--- src/verilog/eec_pkg.sv ---
/*
 * Shared constants and types for the two-wire EEPROM client front end.
 * Assumes a 25 MHz core clock and an open-drain serial data wire outside.
 */
package eec_pkg;
	localparam int CLK_PERIOD_NS = 40;
	// spike suppression window on both serial inputs
	localparam int SPIKE_NS = 50;
	localparam int FILT_CYC = (SPIKE_NS + CLK_PERIOD_NS - 1) / CLK_PERIOD_NS;
	localparam int FILT_W = 3;
	// self-timed write cycle, longest time
	localparam int WRITE_MS = 5;
	localparam int WRITE_CYC = (WRITE_MS * 1000000) / CLK_PERIOD_NS;
	localparam int WCNT_W = 17;

	localparam int MEM_BYTES = 256;
	localparam int PAGE_BYTES = 16;
	localparam int PTR_W = 8;
	localparam int IDX_W = 4;

	// control byte field positions
	localparam int CODE_MSB = 7;
	localparam int CODE_LSB = 4;
	localparam int CS_MSB = 3;
	localparam int CS_LSB = 1;
	localparam int RW_BIT = 0;

	localparam logic [3:0] BITS_PER_BYTE = 4'h8;
	localparam logic [3:0] LAST_TX_BIT = 4'h7;
	localparam logic [7:0] SHIFT_RESET = 8'hff;
	localparam logic [7:0] PTR_RESET = 8'h00;

	typedef struct packed {
		logic scl;
		logic sda;
	} eec_line_s;

	typedef enum logic [6:0] {
		ST_IDLE = 7'h01,
		ST_CTRL = 7'h02,
		ST_ADDR = 7'h04,
		ST_WDATA = 7'h08,
		ST_ACK = 7'h10,
		ST_TX = 7'h20,
		ST_TXACK = 7'h40
	} eec_state_e;
endpackage

--- src/verilog/eec_line_filter.sv ---
/*
 * Two-flop synchroniser and spike filter for the serial clock and data pins.
 * Assumes raw pin levels asynchronous to the core clock; idle level is high.
 */
module eec_line_filter
	import eec_pkg::*;
(
	input wire logic clk_in,
	input wire logic rst_in,
	input eec_pkg::eec_line_s raw_in,
	output eec_pkg::eec_line_s clean_out
);
	logic [1:0] raw_bits;
	logic [1:0] clean_bits;

	assign raw_bits = raw_in;
	assign clean_out = clean_bits;

	genvar g;
	generate
		for (g = 0; g < 2; g++) begin : g_line
			logic meta_q;
			logic sync_q;
			logic out_q;
			logic [FILT_W-1:0] cnt_q;

			always_ff @(posedge clk_in or posedge rst_in) begin
				if (rst_in) begin
					meta_q <= 1'b1;
					sync_q <= 1'b1;
				end else begin
					meta_q <= raw_bits[g];
					sync_q <= meta_q;
				end
			end

			// a new level must hold for the whole window before it is passed on
			always_ff @(posedge clk_in or posedge rst_in) begin
				if (rst_in) begin
					cnt_q <= '0;
					out_q <= 1'b1;
				end else if (sync_q == out_q) begin
					cnt_q <= '0;
				end else if (cnt_q == FILT_W'(FILT_CYC - 1)) begin
					cnt_q <= '0;
					out_q <= sync_q;
				end else begin
					cnt_q <= cnt_q + 1'b1;
				end
			end

			assign clean_bits[g] = out_q;
		end
	endgenerate
endmodule

--- src/verilog/eec_client.sv ---
/*
 * Two-wire serial client of a 256-byte EEPROM: bus conditions, control byte
 * match, word address, 16-byte page buffer, self-timed write and reads.
 * Assumes an external host drives the serial clock and a pull-up on data.
 */
// Summary of operation
// - respond only when all three strapped chip-select pins match the control byte
// - data changes only with clock low; changes with clock high are conditions
// - data falling while clock high is a Start
// - data rising while clock high is a Stop
// - one bit per clock pulse, sampled while clock is high
// - write keeps only the latest 16 bytes, oldest overwritten first
// - receiver acknowledges each byte on a ninth clock pulse
// - no acknowledge at all while the programming cycle runs
// - acknowledger holds data low through the acknowledge clock high phase
// - host not acknowledging ends a read; device releases data line
// - first byte after Start is control byte; 4-bit type code must match
// - next three control bits are chip selects, highest pin first
// - control byte bit zero: one reads, zero writes
// - byte after a write control byte is the word address
// - matching address is acknowledged, then read or write follows
// - sequential reads never carry into another device
// - low supply report blocks internal erase and write
// - write-protect high blocks array writes; low allows them
// - write cycle begun by Stop completes within 5 ms, no acknowledges
// - address pointer advances by one per access; reads wrap from the top address to zero
// - page write increments only low four pointer bits
module eec_client
	import eec_pkg::*;
#(
	// arbitrary device-type code value
	parameter logic [3:0] DEVICE_CODE = 4'h5,
	parameter int WRITE_CYCLES = WRITE_CYC
)
(
	input wire logic CORE_CLK_IN,
	input wire logic RESET_IN,
	input wire logic SCL_IN,
	input wire logic SDA_IN,
	output logic SDA_OUT,
	output logic SDA_OE_OUT,
	input wire logic CHIP_SELECT_PIN_LOW_IN,
	input wire logic CHIP_SELECT_PIN_MID_IN,
	input wire logic CHIP_SELECT_PIN_HIGH_IN,
	input wire logic WRITE_PROTECT_IN,
	input wire logic SUPPLY_LOW_IN,
	output logic WRITE_BUSY_OUT
);
	import eec_pkg::*;

	function automatic logic is_rx(input eec_state_e st);
		is_rx = (st == ST_CTRL) || (st == ST_ADDR) || (st == ST_WDATA);
	endfunction

	////////////////////////////////////////////////////////////////////////
	// input conditioning

	eec_line_s raw_line;
	eec_line_s line;
	logic scl_q;
	logic sda_q;
	logic [4:0] pin_meta_q;
	logic [4:0] pin_sync_q;
	logic [2:0] cs_pins;
	logic wp_on;
	logic supply_low;

	assign raw_line = '{scl: SCL_IN, sda: SDA_IN};

	eec_line_filter u_filter (
		.clk_in(CORE_CLK_IN),
		.rst_in(RESET_IN),
		.raw_in(raw_line),
		.clean_out(line)
	);

	// strap and level pins are slow but still asynchronous
	always_ff @(posedge CORE_CLK_IN or posedge RESET_IN) begin
		if (RESET_IN) begin
			pin_meta_q <= 5'h00;
			pin_sync_q <= 5'h00;
		end else begin
			pin_meta_q <= {SUPPLY_LOW_IN, WRITE_PROTECT_IN, CHIP_SELECT_PIN_HIGH_IN,
				CHIP_SELECT_PIN_MID_IN, CHIP_SELECT_PIN_LOW_IN};
			pin_sync_q <= pin_meta_q;
		end
	end

	assign cs_pins = pin_sync_q[2:0];
	assign wp_on = pin_sync_q[3];
	assign supply_low = pin_sync_q[4];

	always_ff @(posedge CORE_CLK_IN or posedge RESET_IN) begin
		if (RESET_IN) begin
			scl_q <= 1'b1;
			sda_q <= 1'b1;
		end else begin
			scl_q <= line.scl;
			sda_q <= line.sda;
		end
	end

	logic scl_rise;
	logic scl_fall;
	logic start_seen;
	logic stop_seen;

	assign scl_rise = line.scl && !scl_q;
	assign scl_fall = !line.scl && scl_q;
	// data moving during clock high is a condition, never a bit
	assign start_seen = line.scl && scl_q && sda_q && !line.sda;
	assign stop_seen = line.scl && scl_q && !sda_q && line.sda;

	////////////////////////////////////////////////////////////////////////
	// protocol state

	eec_state_e state_q;
	eec_state_e after_q;
	logic [3:0] bit_cnt_q;
	logic [7:0] shift_q;
	logic ack_q;
	logic host_ack_q;
	logic wr_active_q;
	logic [PTR_W-1:0] ptr_q;
	logic busy_q;
	logic byte_done;
	logic ctrl_match;

	logic [7:0] mem [MEM_BYTES];
	logic [7:0] page_buf [PAGE_BYTES];
	logic [PAGE_BYTES-1:0] valid_q;

	assign byte_done = is_rx(state_q) && scl_fall && (bit_cnt_q == BITS_PER_BYTE);
	assign ctrl_match = (shift_q[CODE_MSB:CODE_LSB] == DEVICE_CODE)
		&& (shift_q[CS_MSB:CS_LSB] == cs_pins);

	// a condition anywhere aborts the byte in flight
	always_ff @(posedge CORE_CLK_IN or posedge RESET_IN) begin
		if (RESET_IN) begin
			state_q <= ST_IDLE;
		end else if (start_seen) begin
			state_q <= ST_CTRL;
		end else if (stop_seen) begin
			state_q <= ST_IDLE;
		end else begin
			case (state_q)
				ST_IDLE: state_q <= ST_IDLE;
				ST_CTRL, ST_ADDR, ST_WDATA: begin
					if (byte_done)
						state_q <= ST_ACK;
				end
				ST_ACK: begin
					if (scl_fall)
						state_q <= ack_q ? after_q : ST_IDLE;
				end
				ST_TX: begin
					if (scl_fall && bit_cnt_q == LAST_TX_BIT)
						state_q <= ST_TXACK;
				end
				ST_TXACK: begin
					if (scl_fall)
						state_q <= host_ack_q ? ST_TX : ST_IDLE;
				end
				default: state_q <= ST_IDLE;
			endcase
		end
	end

	always_ff @(posedge CORE_CLK_IN or posedge RESET_IN) begin
		if (RESET_IN) begin
			bit_cnt_q <= 4'h0;
		end else if (start_seen || stop_seen) begin
			bit_cnt_q <= 4'h0;
		end else if (is_rx(state_q)) begin
			if (byte_done)
				bit_cnt_q <= 4'h0;
			else if (scl_rise)
				bit_cnt_q <= bit_cnt_q + 4'h1;
		end else if (state_q == ST_TX) begin
			if (scl_fall)
				bit_cnt_q <= (bit_cnt_q == LAST_TX_BIT) ? 4'h0 : bit_cnt_q + 4'h1;
		end else begin
			bit_cnt_q <= 4'h0;
		end
	end

	// acknowledge decision taken when a received byte completes
	always_ff @(posedge CORE_CLK_IN or posedge RESET_IN) begin
		if (RESET_IN) begin
			ack_q <= 1'b0;
			after_q <= ST_IDLE;
		end else if (byte_done) begin
			case (state_q)
				ST_CTRL: begin
					ack_q <= ctrl_match && !busy_q;
					after_q <= shift_q[RW_BIT] ? ST_TX : ST_ADDR;
				end
				ST_ADDR: begin
					ack_q <= 1'b1;
					after_q <= ST_WDATA;
				end
				default: begin
					ack_q <= 1'b1;
					after_q <= ST_WDATA;
				end
			endcase
		end
	end

	always_ff @(posedge CORE_CLK_IN or posedge RESET_IN) begin
		if (RESET_IN)
			host_ack_q <= 1'b0;
		else if (state_q == ST_TXACK && scl_rise)
			host_ack_q <= !line.sda;
	end

	always_ff @(posedge CORE_CLK_IN or posedge RESET_IN) begin
		if (RESET_IN) begin
			shift_q <= SHIFT_RESET;
		end else if (is_rx(state_q) && scl_rise) begin
			shift_q <= {shift_q[6:0], line.sda};
		end else if (state_q == ST_ACK && scl_fall && ack_q && after_q == ST_TX) begin
			shift_q <= mem[ptr_q];
		end else if (state_q == ST_TXACK && scl_fall && host_ack_q) begin
			shift_q <= mem[ptr_q];
		end else if (state_q == ST_TX && scl_fall) begin
			shift_q <= {shift_q[6:0], 1'b1};
		end
	end

	// pointer covers only this device, so reads wrap instead of carrying
	always_ff @(posedge CORE_CLK_IN or posedge RESET_IN) begin
		if (RESET_IN) begin
			ptr_q <= PTR_RESET;
		end else if (byte_done && state_q == ST_ADDR) begin
			ptr_q <= shift_q;
		end else if (byte_done && state_q == ST_WDATA) begin
			ptr_q[IDX_W-1:0] <= ptr_q[IDX_W-1:0] + 4'h1;
		end else if (state_q == ST_ACK && scl_fall && ack_q && after_q == ST_TX) begin
			ptr_q <= ptr_q + 8'h01;
		end else if (state_q == ST_TXACK && scl_fall && host_ack_q) begin
			ptr_q <= ptr_q + 8'h01;
		end
	end

	always_ff @(posedge CORE_CLK_IN or posedge RESET_IN) begin
		if (RESET_IN)
			wr_active_q <= 1'b0;
		else if (start_seen || stop_seen)
			wr_active_q <= 1'b0;
		else if (byte_done && state_q == ST_ADDR)
			wr_active_q <= 1'b1;
	end

	////////////////////////////////////////////////////////////////////////
	// page buffer and self-timed write

	logic commit_go;
	logic [WCNT_W-1:0] wcnt_q;
	logic [IDX_W:0] commit_idx_q;
	logic commit_en;

	// an address-only write (random read set-up) starts no cycle
	assign commit_go = stop_seen && wr_active_q && (|valid_q) && !busy_q;
	assign commit_en = busy_q && !commit_idx_q[IDX_W];

	// same slot reused on wrap: the newest byte replaces the oldest
	always_ff @(posedge CORE_CLK_IN) begin
		if (byte_done && state_q == ST_WDATA)
			page_buf[ptr_q[IDX_W-1:0]] <= shift_q;
	end

	always_ff @(posedge CORE_CLK_IN or posedge RESET_IN) begin
		if (RESET_IN)
			valid_q <= '0;
		else if (byte_done && state_q == ST_ADDR)
			valid_q <= '0;
		else if (byte_done && state_q == ST_WDATA)
			valid_q[ptr_q[IDX_W-1:0]] <= 1'b1;
		else if (busy_q && wcnt_q == '0)
			valid_q <= '0;
	end

	always_ff @(posedge CORE_CLK_IN or posedge RESET_IN) begin
		if (RESET_IN) begin
			busy_q <= 1'b0;
			wcnt_q <= '0;
		end else if (commit_go) begin
			busy_q <= 1'b1;
			wcnt_q <= WCNT_W'(WRITE_CYCLES - 1);
		end else if (busy_q) begin
			if (wcnt_q == '0)
				busy_q <= 1'b0;
			else
				wcnt_q <= wcnt_q - 1'b1;
		end
	end

	always_ff @(posedge CORE_CLK_IN or posedge RESET_IN) begin
		if (RESET_IN)
			commit_idx_q <= '0;
		else if (commit_go)
			commit_idx_q <= '0;
		else if (commit_en)
			commit_idx_q <= commit_idx_q + 1'b1;
	end

	// protected or low-supply writes still run the full timed cycle
	always_ff @(posedge CORE_CLK_IN) begin
		if (commit_en && valid_q[commit_idx_q[IDX_W-1:0]] && !wp_on && !supply_low)
			mem[{ptr_q[PTR_W-1:IDX_W], commit_idx_q[IDX_W-1:0]}] <=
				page_buf[commit_idx_q[IDX_W-1:0]];
	end

	////////////////////////////////////////////////////////////////////////
	// open-drain data drive

	logic sda_oe_q;

	// launched a core cycle after the clock fall, well inside the low phase
	always_ff @(posedge CORE_CLK_IN or posedge RESET_IN) begin
		if (RESET_IN)
			sda_oe_q <= 1'b0;
		else if (state_q == ST_ACK)
			sda_oe_q <= ack_q;
		else if (state_q == ST_TX)
			sda_oe_q <= !shift_q[7];
		else
			sda_oe_q <= 1'b0;
	end

	// only ever pulls low; the pull-up makes the ones
	assign SDA_OUT = 1'b0;
	assign SDA_OE_OUT = sda_oe_q;
	assign WRITE_BUSY_OUT = busy_q;
endmodule

--- config.mk ---
export PLATFORM = sky130hd
export DESIGN_NAME = eec_client
export DESIGN_NICKNAME = d
export VERILOG_FILES = /design/src/verilog/eec_pkg.sv /design/src/verilog/eec_line_filter.sv /design/src/verilog/eec_client.sv
export SDC_FILE = /design/constraint.sdc
export NUM_CORES = 2
export LEC_CHECK = 0
export ABC_AREA = 1
export BUFFER_PORTS_ARGS = -buffer_cell sky130_fd_sc_hd__buf_4
export CAP_MARGIN = 5
export CELL_PAD_IN_SITES_DETAIL_PLACEMENT = 0
export CELL_PAD_IN_SITES_GLOBAL_PLACEMENT = 1
export CORE_MARGIN = 4
export CORE_UTILIZATION = 40
export CTS_CLUSTER_SIZE = 12
export DETAILED_ROUTE_END_ITERATION = 10
export HOLD_SLACK_MARGIN = 0.02
export PLACE_DENSITY_LB_ADDON = 0.1
export SETUP_SLACK_MARGIN = 0.15
export SYNTH_ARGS = -nofsm -noshare
export SYNTH_HDL_FRONTEND = slang
export SYNTH_SLANG_ARGS = --single-unit
--- constraint.sdc ---
create_clock -name CORE_CLK_IN -period 6.3 [get_ports CORE_CLK_IN]
set_input_delay 1.89 -clock CORE_CLK_IN [delete_from_list [all_inputs] [get_ports CORE_CLK_IN]]
set_output_delay 1.89 -clock CORE_CLK_IN [all_outputs]
set_load 0.005 [all_outputs]
==> out/results.tsv <==
metric	value	unit
crit-path max FO	22	
CP bufs+invs	2	
Post-synth EDFFs	2176	
FF-to-FF End	mem[22][5]$_DFFE_PP_	
max-cap violation count	0	
clock sinks	2274	
Most used DFF post-synth	edfxtp_1	
Fin Setup TNS	0	ns
top post-synthesis cells by area	edfxtp_1 68%, nand2_1 11%, nor2_1 6.3%, o21ai_0 3.7%, inv_1 2.6%	
most frequent cells in the layout	2,801 x nand2_1, 2,176 x edfxtp_1, 1,609 x nor2_1	
clock share of power	44.9	%
sequential area share after synthesis	70.79	%
final wirelength	290.5	mm
Critical Path Sink	mem[22][5]$_DFFE_PP_	
post-synth top area share	68.21	%
Post-Syn Area per Cell	10.51	um^2
sw frac	20.01	%
drt wl/cell	23.40	um
Reg2Reg Setup Slack	1.37	ns
asr flop ratio synth	4.310	%
Crit Path Class	flop to flop	
NetSw	6.016	mW
worst hold path type	flop to flop	
DIE WIDTH	497.4	um
worst rel slew slack	26.69	%
IO Pins	12	
slowest stage delay, CP	0.85	ns
clock period minus worst slack	4.926	ns
global-route wire length before repair	425.1	mm
Power Internal	24.05	mW
Vias/cell	5.081	
final setup fails	0	
worst slew pin tran	1.100	ns
Initial Utilization	40.24	%
hold_buf cts	0	
Port Buf Inserts	10	
DP Wirelength	164.8	mm
most common cell after layout, fill and taps aside	nand2_1	
number of global-route vias before repair	62111	
CP Launch Type	flop	
CP max-delay cell	nor2_1	
Core ar.	238100	um^2
Setup crit end kind	flop	
Die Footprint	247400	um^2
1st-pass router iterations	5	
Lkg Pwr	39.87	nW
CP arrival	5.41	ns
critical path depth	10	
clock skew	0.05014	ns
Fmax	203.0	MHz
CP Launch Point	commit_idx_q[1]$_DFFE_PP0P_	
Yosys warnings	0	
largest net degree at the start of global routing	190	
Global Route Usage Sum	23.09	%
final worst-path cycle share	78.19	%
final core utilization	44.94	%
GRT Residual Overflow	0	
vias	63085	
source of the worst register-to-register timing path	commit_idx_q[1]$_DFFE_PP0P_	
CTS root buf	clkbuf_16	
Detailed Route Iter0 Violations	5577	
area grow syn2layout	11.68	%
Hold WS	0.3579	ns
Final Max Tran Viols	0	
worst-path cell chain	inv_1 > buf_4 > o21ai_0 > o22ai_1 > nand2_1 > nand4_1 > nand2_1 > nor2_1 > nand2_1 > nor2_1	
sequential power share	54.7	%
RSZ-0062 raised after global routing	no	
Final Net Count	9067	
Yosys reg bits	2274	
CTS buffer count	241	
Row Count	179	
Cell variety after synth	39	
Die H	497.4	um
H-tree depth	4	
cell taking the most area after synthesis	edfxtp_1	
GP Congestion	0.8222	
logic gate share of total power	0.5	%
clock transition at the registers of the reported paths	0.06	ns
Post-Syn Area	95800	um^2
endpoints failing hold	0	
Worst Reg-to-Reg Cells	10	
post-CTS sizing	0	
clk_lat worst skew	0.87	ns
Critical Path RT	6.78	ns
VDD IR max	0.2447	mV
status	complete, no violations	
Post-Synthesis Cells	9113	
share of cells above drive strength 1	5.983	%
Crit path max-delay family	simple AND/OR/NAND/NOR gates	
DR DRC count	0	
Routed Antenna Nets	0	
P per Cell Area	281.1	nW/um^2
clock buffer depth	3	
initial antenna violation count	12	
postcts setup bufs	0	
Synthesized Nets	9134	
TritonCTS clock tree	done	
Top cell by count, worst path	nand2_1	
-- registers in the layout, indices dropped and copies added, names as in the netlist, 2 cells and up --
signal	count
mem	2048
commit_idx_q	5
valid_q	16
shift_q	8
pin_sync_q	5
pin_meta_q	5
after_q	4
state_q	7
page_buf	128
ptr_q	8
wcnt_q	17
bit_cnt_q	4
u_filter.g_line.out_q	2
u_filter.g_line.meta_q	2
u_filter.g_line.sync_q	2
u_filter.g_line.cnt_q	6
-- cells by family (layout without fill, tap and decap cells) --
family	after synthesis	after routing	synth area share (%)
and+or+nand+nor	4786	4786	19.33
DFF	2274	2274	70.79
buffers and inverters	1143	1273	4.788
AOI/OAI and AO/OA	890	890	4.868
adders and majority gates	12	12	0.1567
xor gates and xnor gates	7	7	0.06400
other	1	6	0.003915
-- layout make-up --
class / count / area, um^2
fillers: 22423 / 131100
flip-flops and latches: 2274 / 67830
multi-input cells: 5696 / 23500
clock buffers: 301 / 6422
well taps: 3167 / 3963
inverters: 664 / 2524
repair buffers: 169 / 1732
clock inverters: 139 / 1015
diodes: 5 / 12.51
-- per-stage QoR --
step / cell area, um^2 / instances / setup WS [ns] / total power, mW
6_report: 107000 / 12415 / 1.374 / 30.07
5_1_grt: 107000 / 12411 / 1.210 / 31.02
4_1_cts: 107000 / 12410 / 1.205 / 30.36
3_5_place_dp: 99540 / 11970 / 1.242 / 16.90
3_3_place_gp: 99540 / 11970 / 1.304 / 16.90
2_1_floorplan: 95880 / 9113 / -0.3664 / 16.83
-- worst min path at each step --
| stage | startpoint | endpoint | depth (start not counted) |
|---|---|---|---|
| floorplan | pin_meta_q[0]$_DFF_PP0_ | pin_sync_q[0]$_DFF_PP0_ | 0 |
| global placement | u_filter.g_line[1].meta_q$_DFF_PP1_ | u_filter.g_line[1].sync_q$_DFF_PP1_ | 0 |
| detailed placement | u_filter.g_line[1].meta_q$_DFF_PP1_ | u_filter.g_line[1].sync_q$_DFF_PP1_ | 0 |
| CTS | u_filter.g_line[1].meta_q$_DFF_PP1_ | u_filter.g_line[1].sync_q$_DFF_PP1_ | 0 |
| global route | u_filter.g_line[1].meta_q$_DFF_PP1_ | u_filter.g_line[1].sync_q$_DFF_PP1_ | 0 |
| finish | u_filter.g_line[0].meta_q$_DFF_PP1_ | u_filter.g_line[0].sync_q$_DFF_PP1_ | 0 |
-- power groups by stage --
stage / Clock (mW) / Sequential [mW] / Combinational (mW)
6_report: 13.5 / 16.4 / 0.145
5_1_grt: 14.4 / 16.4 / 0.171
4_1_cts: 13.8 / 16.4 / 0.149
3_5_place_dp: 0 / 16.8 / 0.148
3_3_place_gp: 0 / 16.8 / 0.148
2_1_floorplan: 0 / 16.7 / 0.104
-- synth_stat cells, types with 2 or more instances --
library cell and number:
nor3_1 19, o21bai_1 6, nor4_1 6, ha_1 12, dfstp_2 18, buf_6 3, o221ai_1 2, a31oi_1 8
clkbuf_1 260, or2_2 3, o21ai_1 63, nor3_2 10, o211a_1 15, nand4_1 26, o22ai_1 47, xnor2_1 3
buf_2 190, dfrtp_1 80, o211ai_1 13, nand3b_1 2, nand3_1 287, o21ai_0 699, buf_4 9, xor2_1 4
buf_1 17, clkinv_1 2, a21oi_1 34, nor2_1 1613, inv_1 660, nand2_1 2818, edfxtp_1 2176
-- routing by layer --
metal	GRT usage [%]	vias up	share of wire [%]	routed length [um]
li1	-	29998	-	-
met1	32.87	30971	45	131800
met2	37.27	1705	46	135000
met3	3.231	407	5.4	15730
met4	6.181	4	2.7	7945
met5	0	-	0.0079	23
Power figures use the tool's default switching activity.
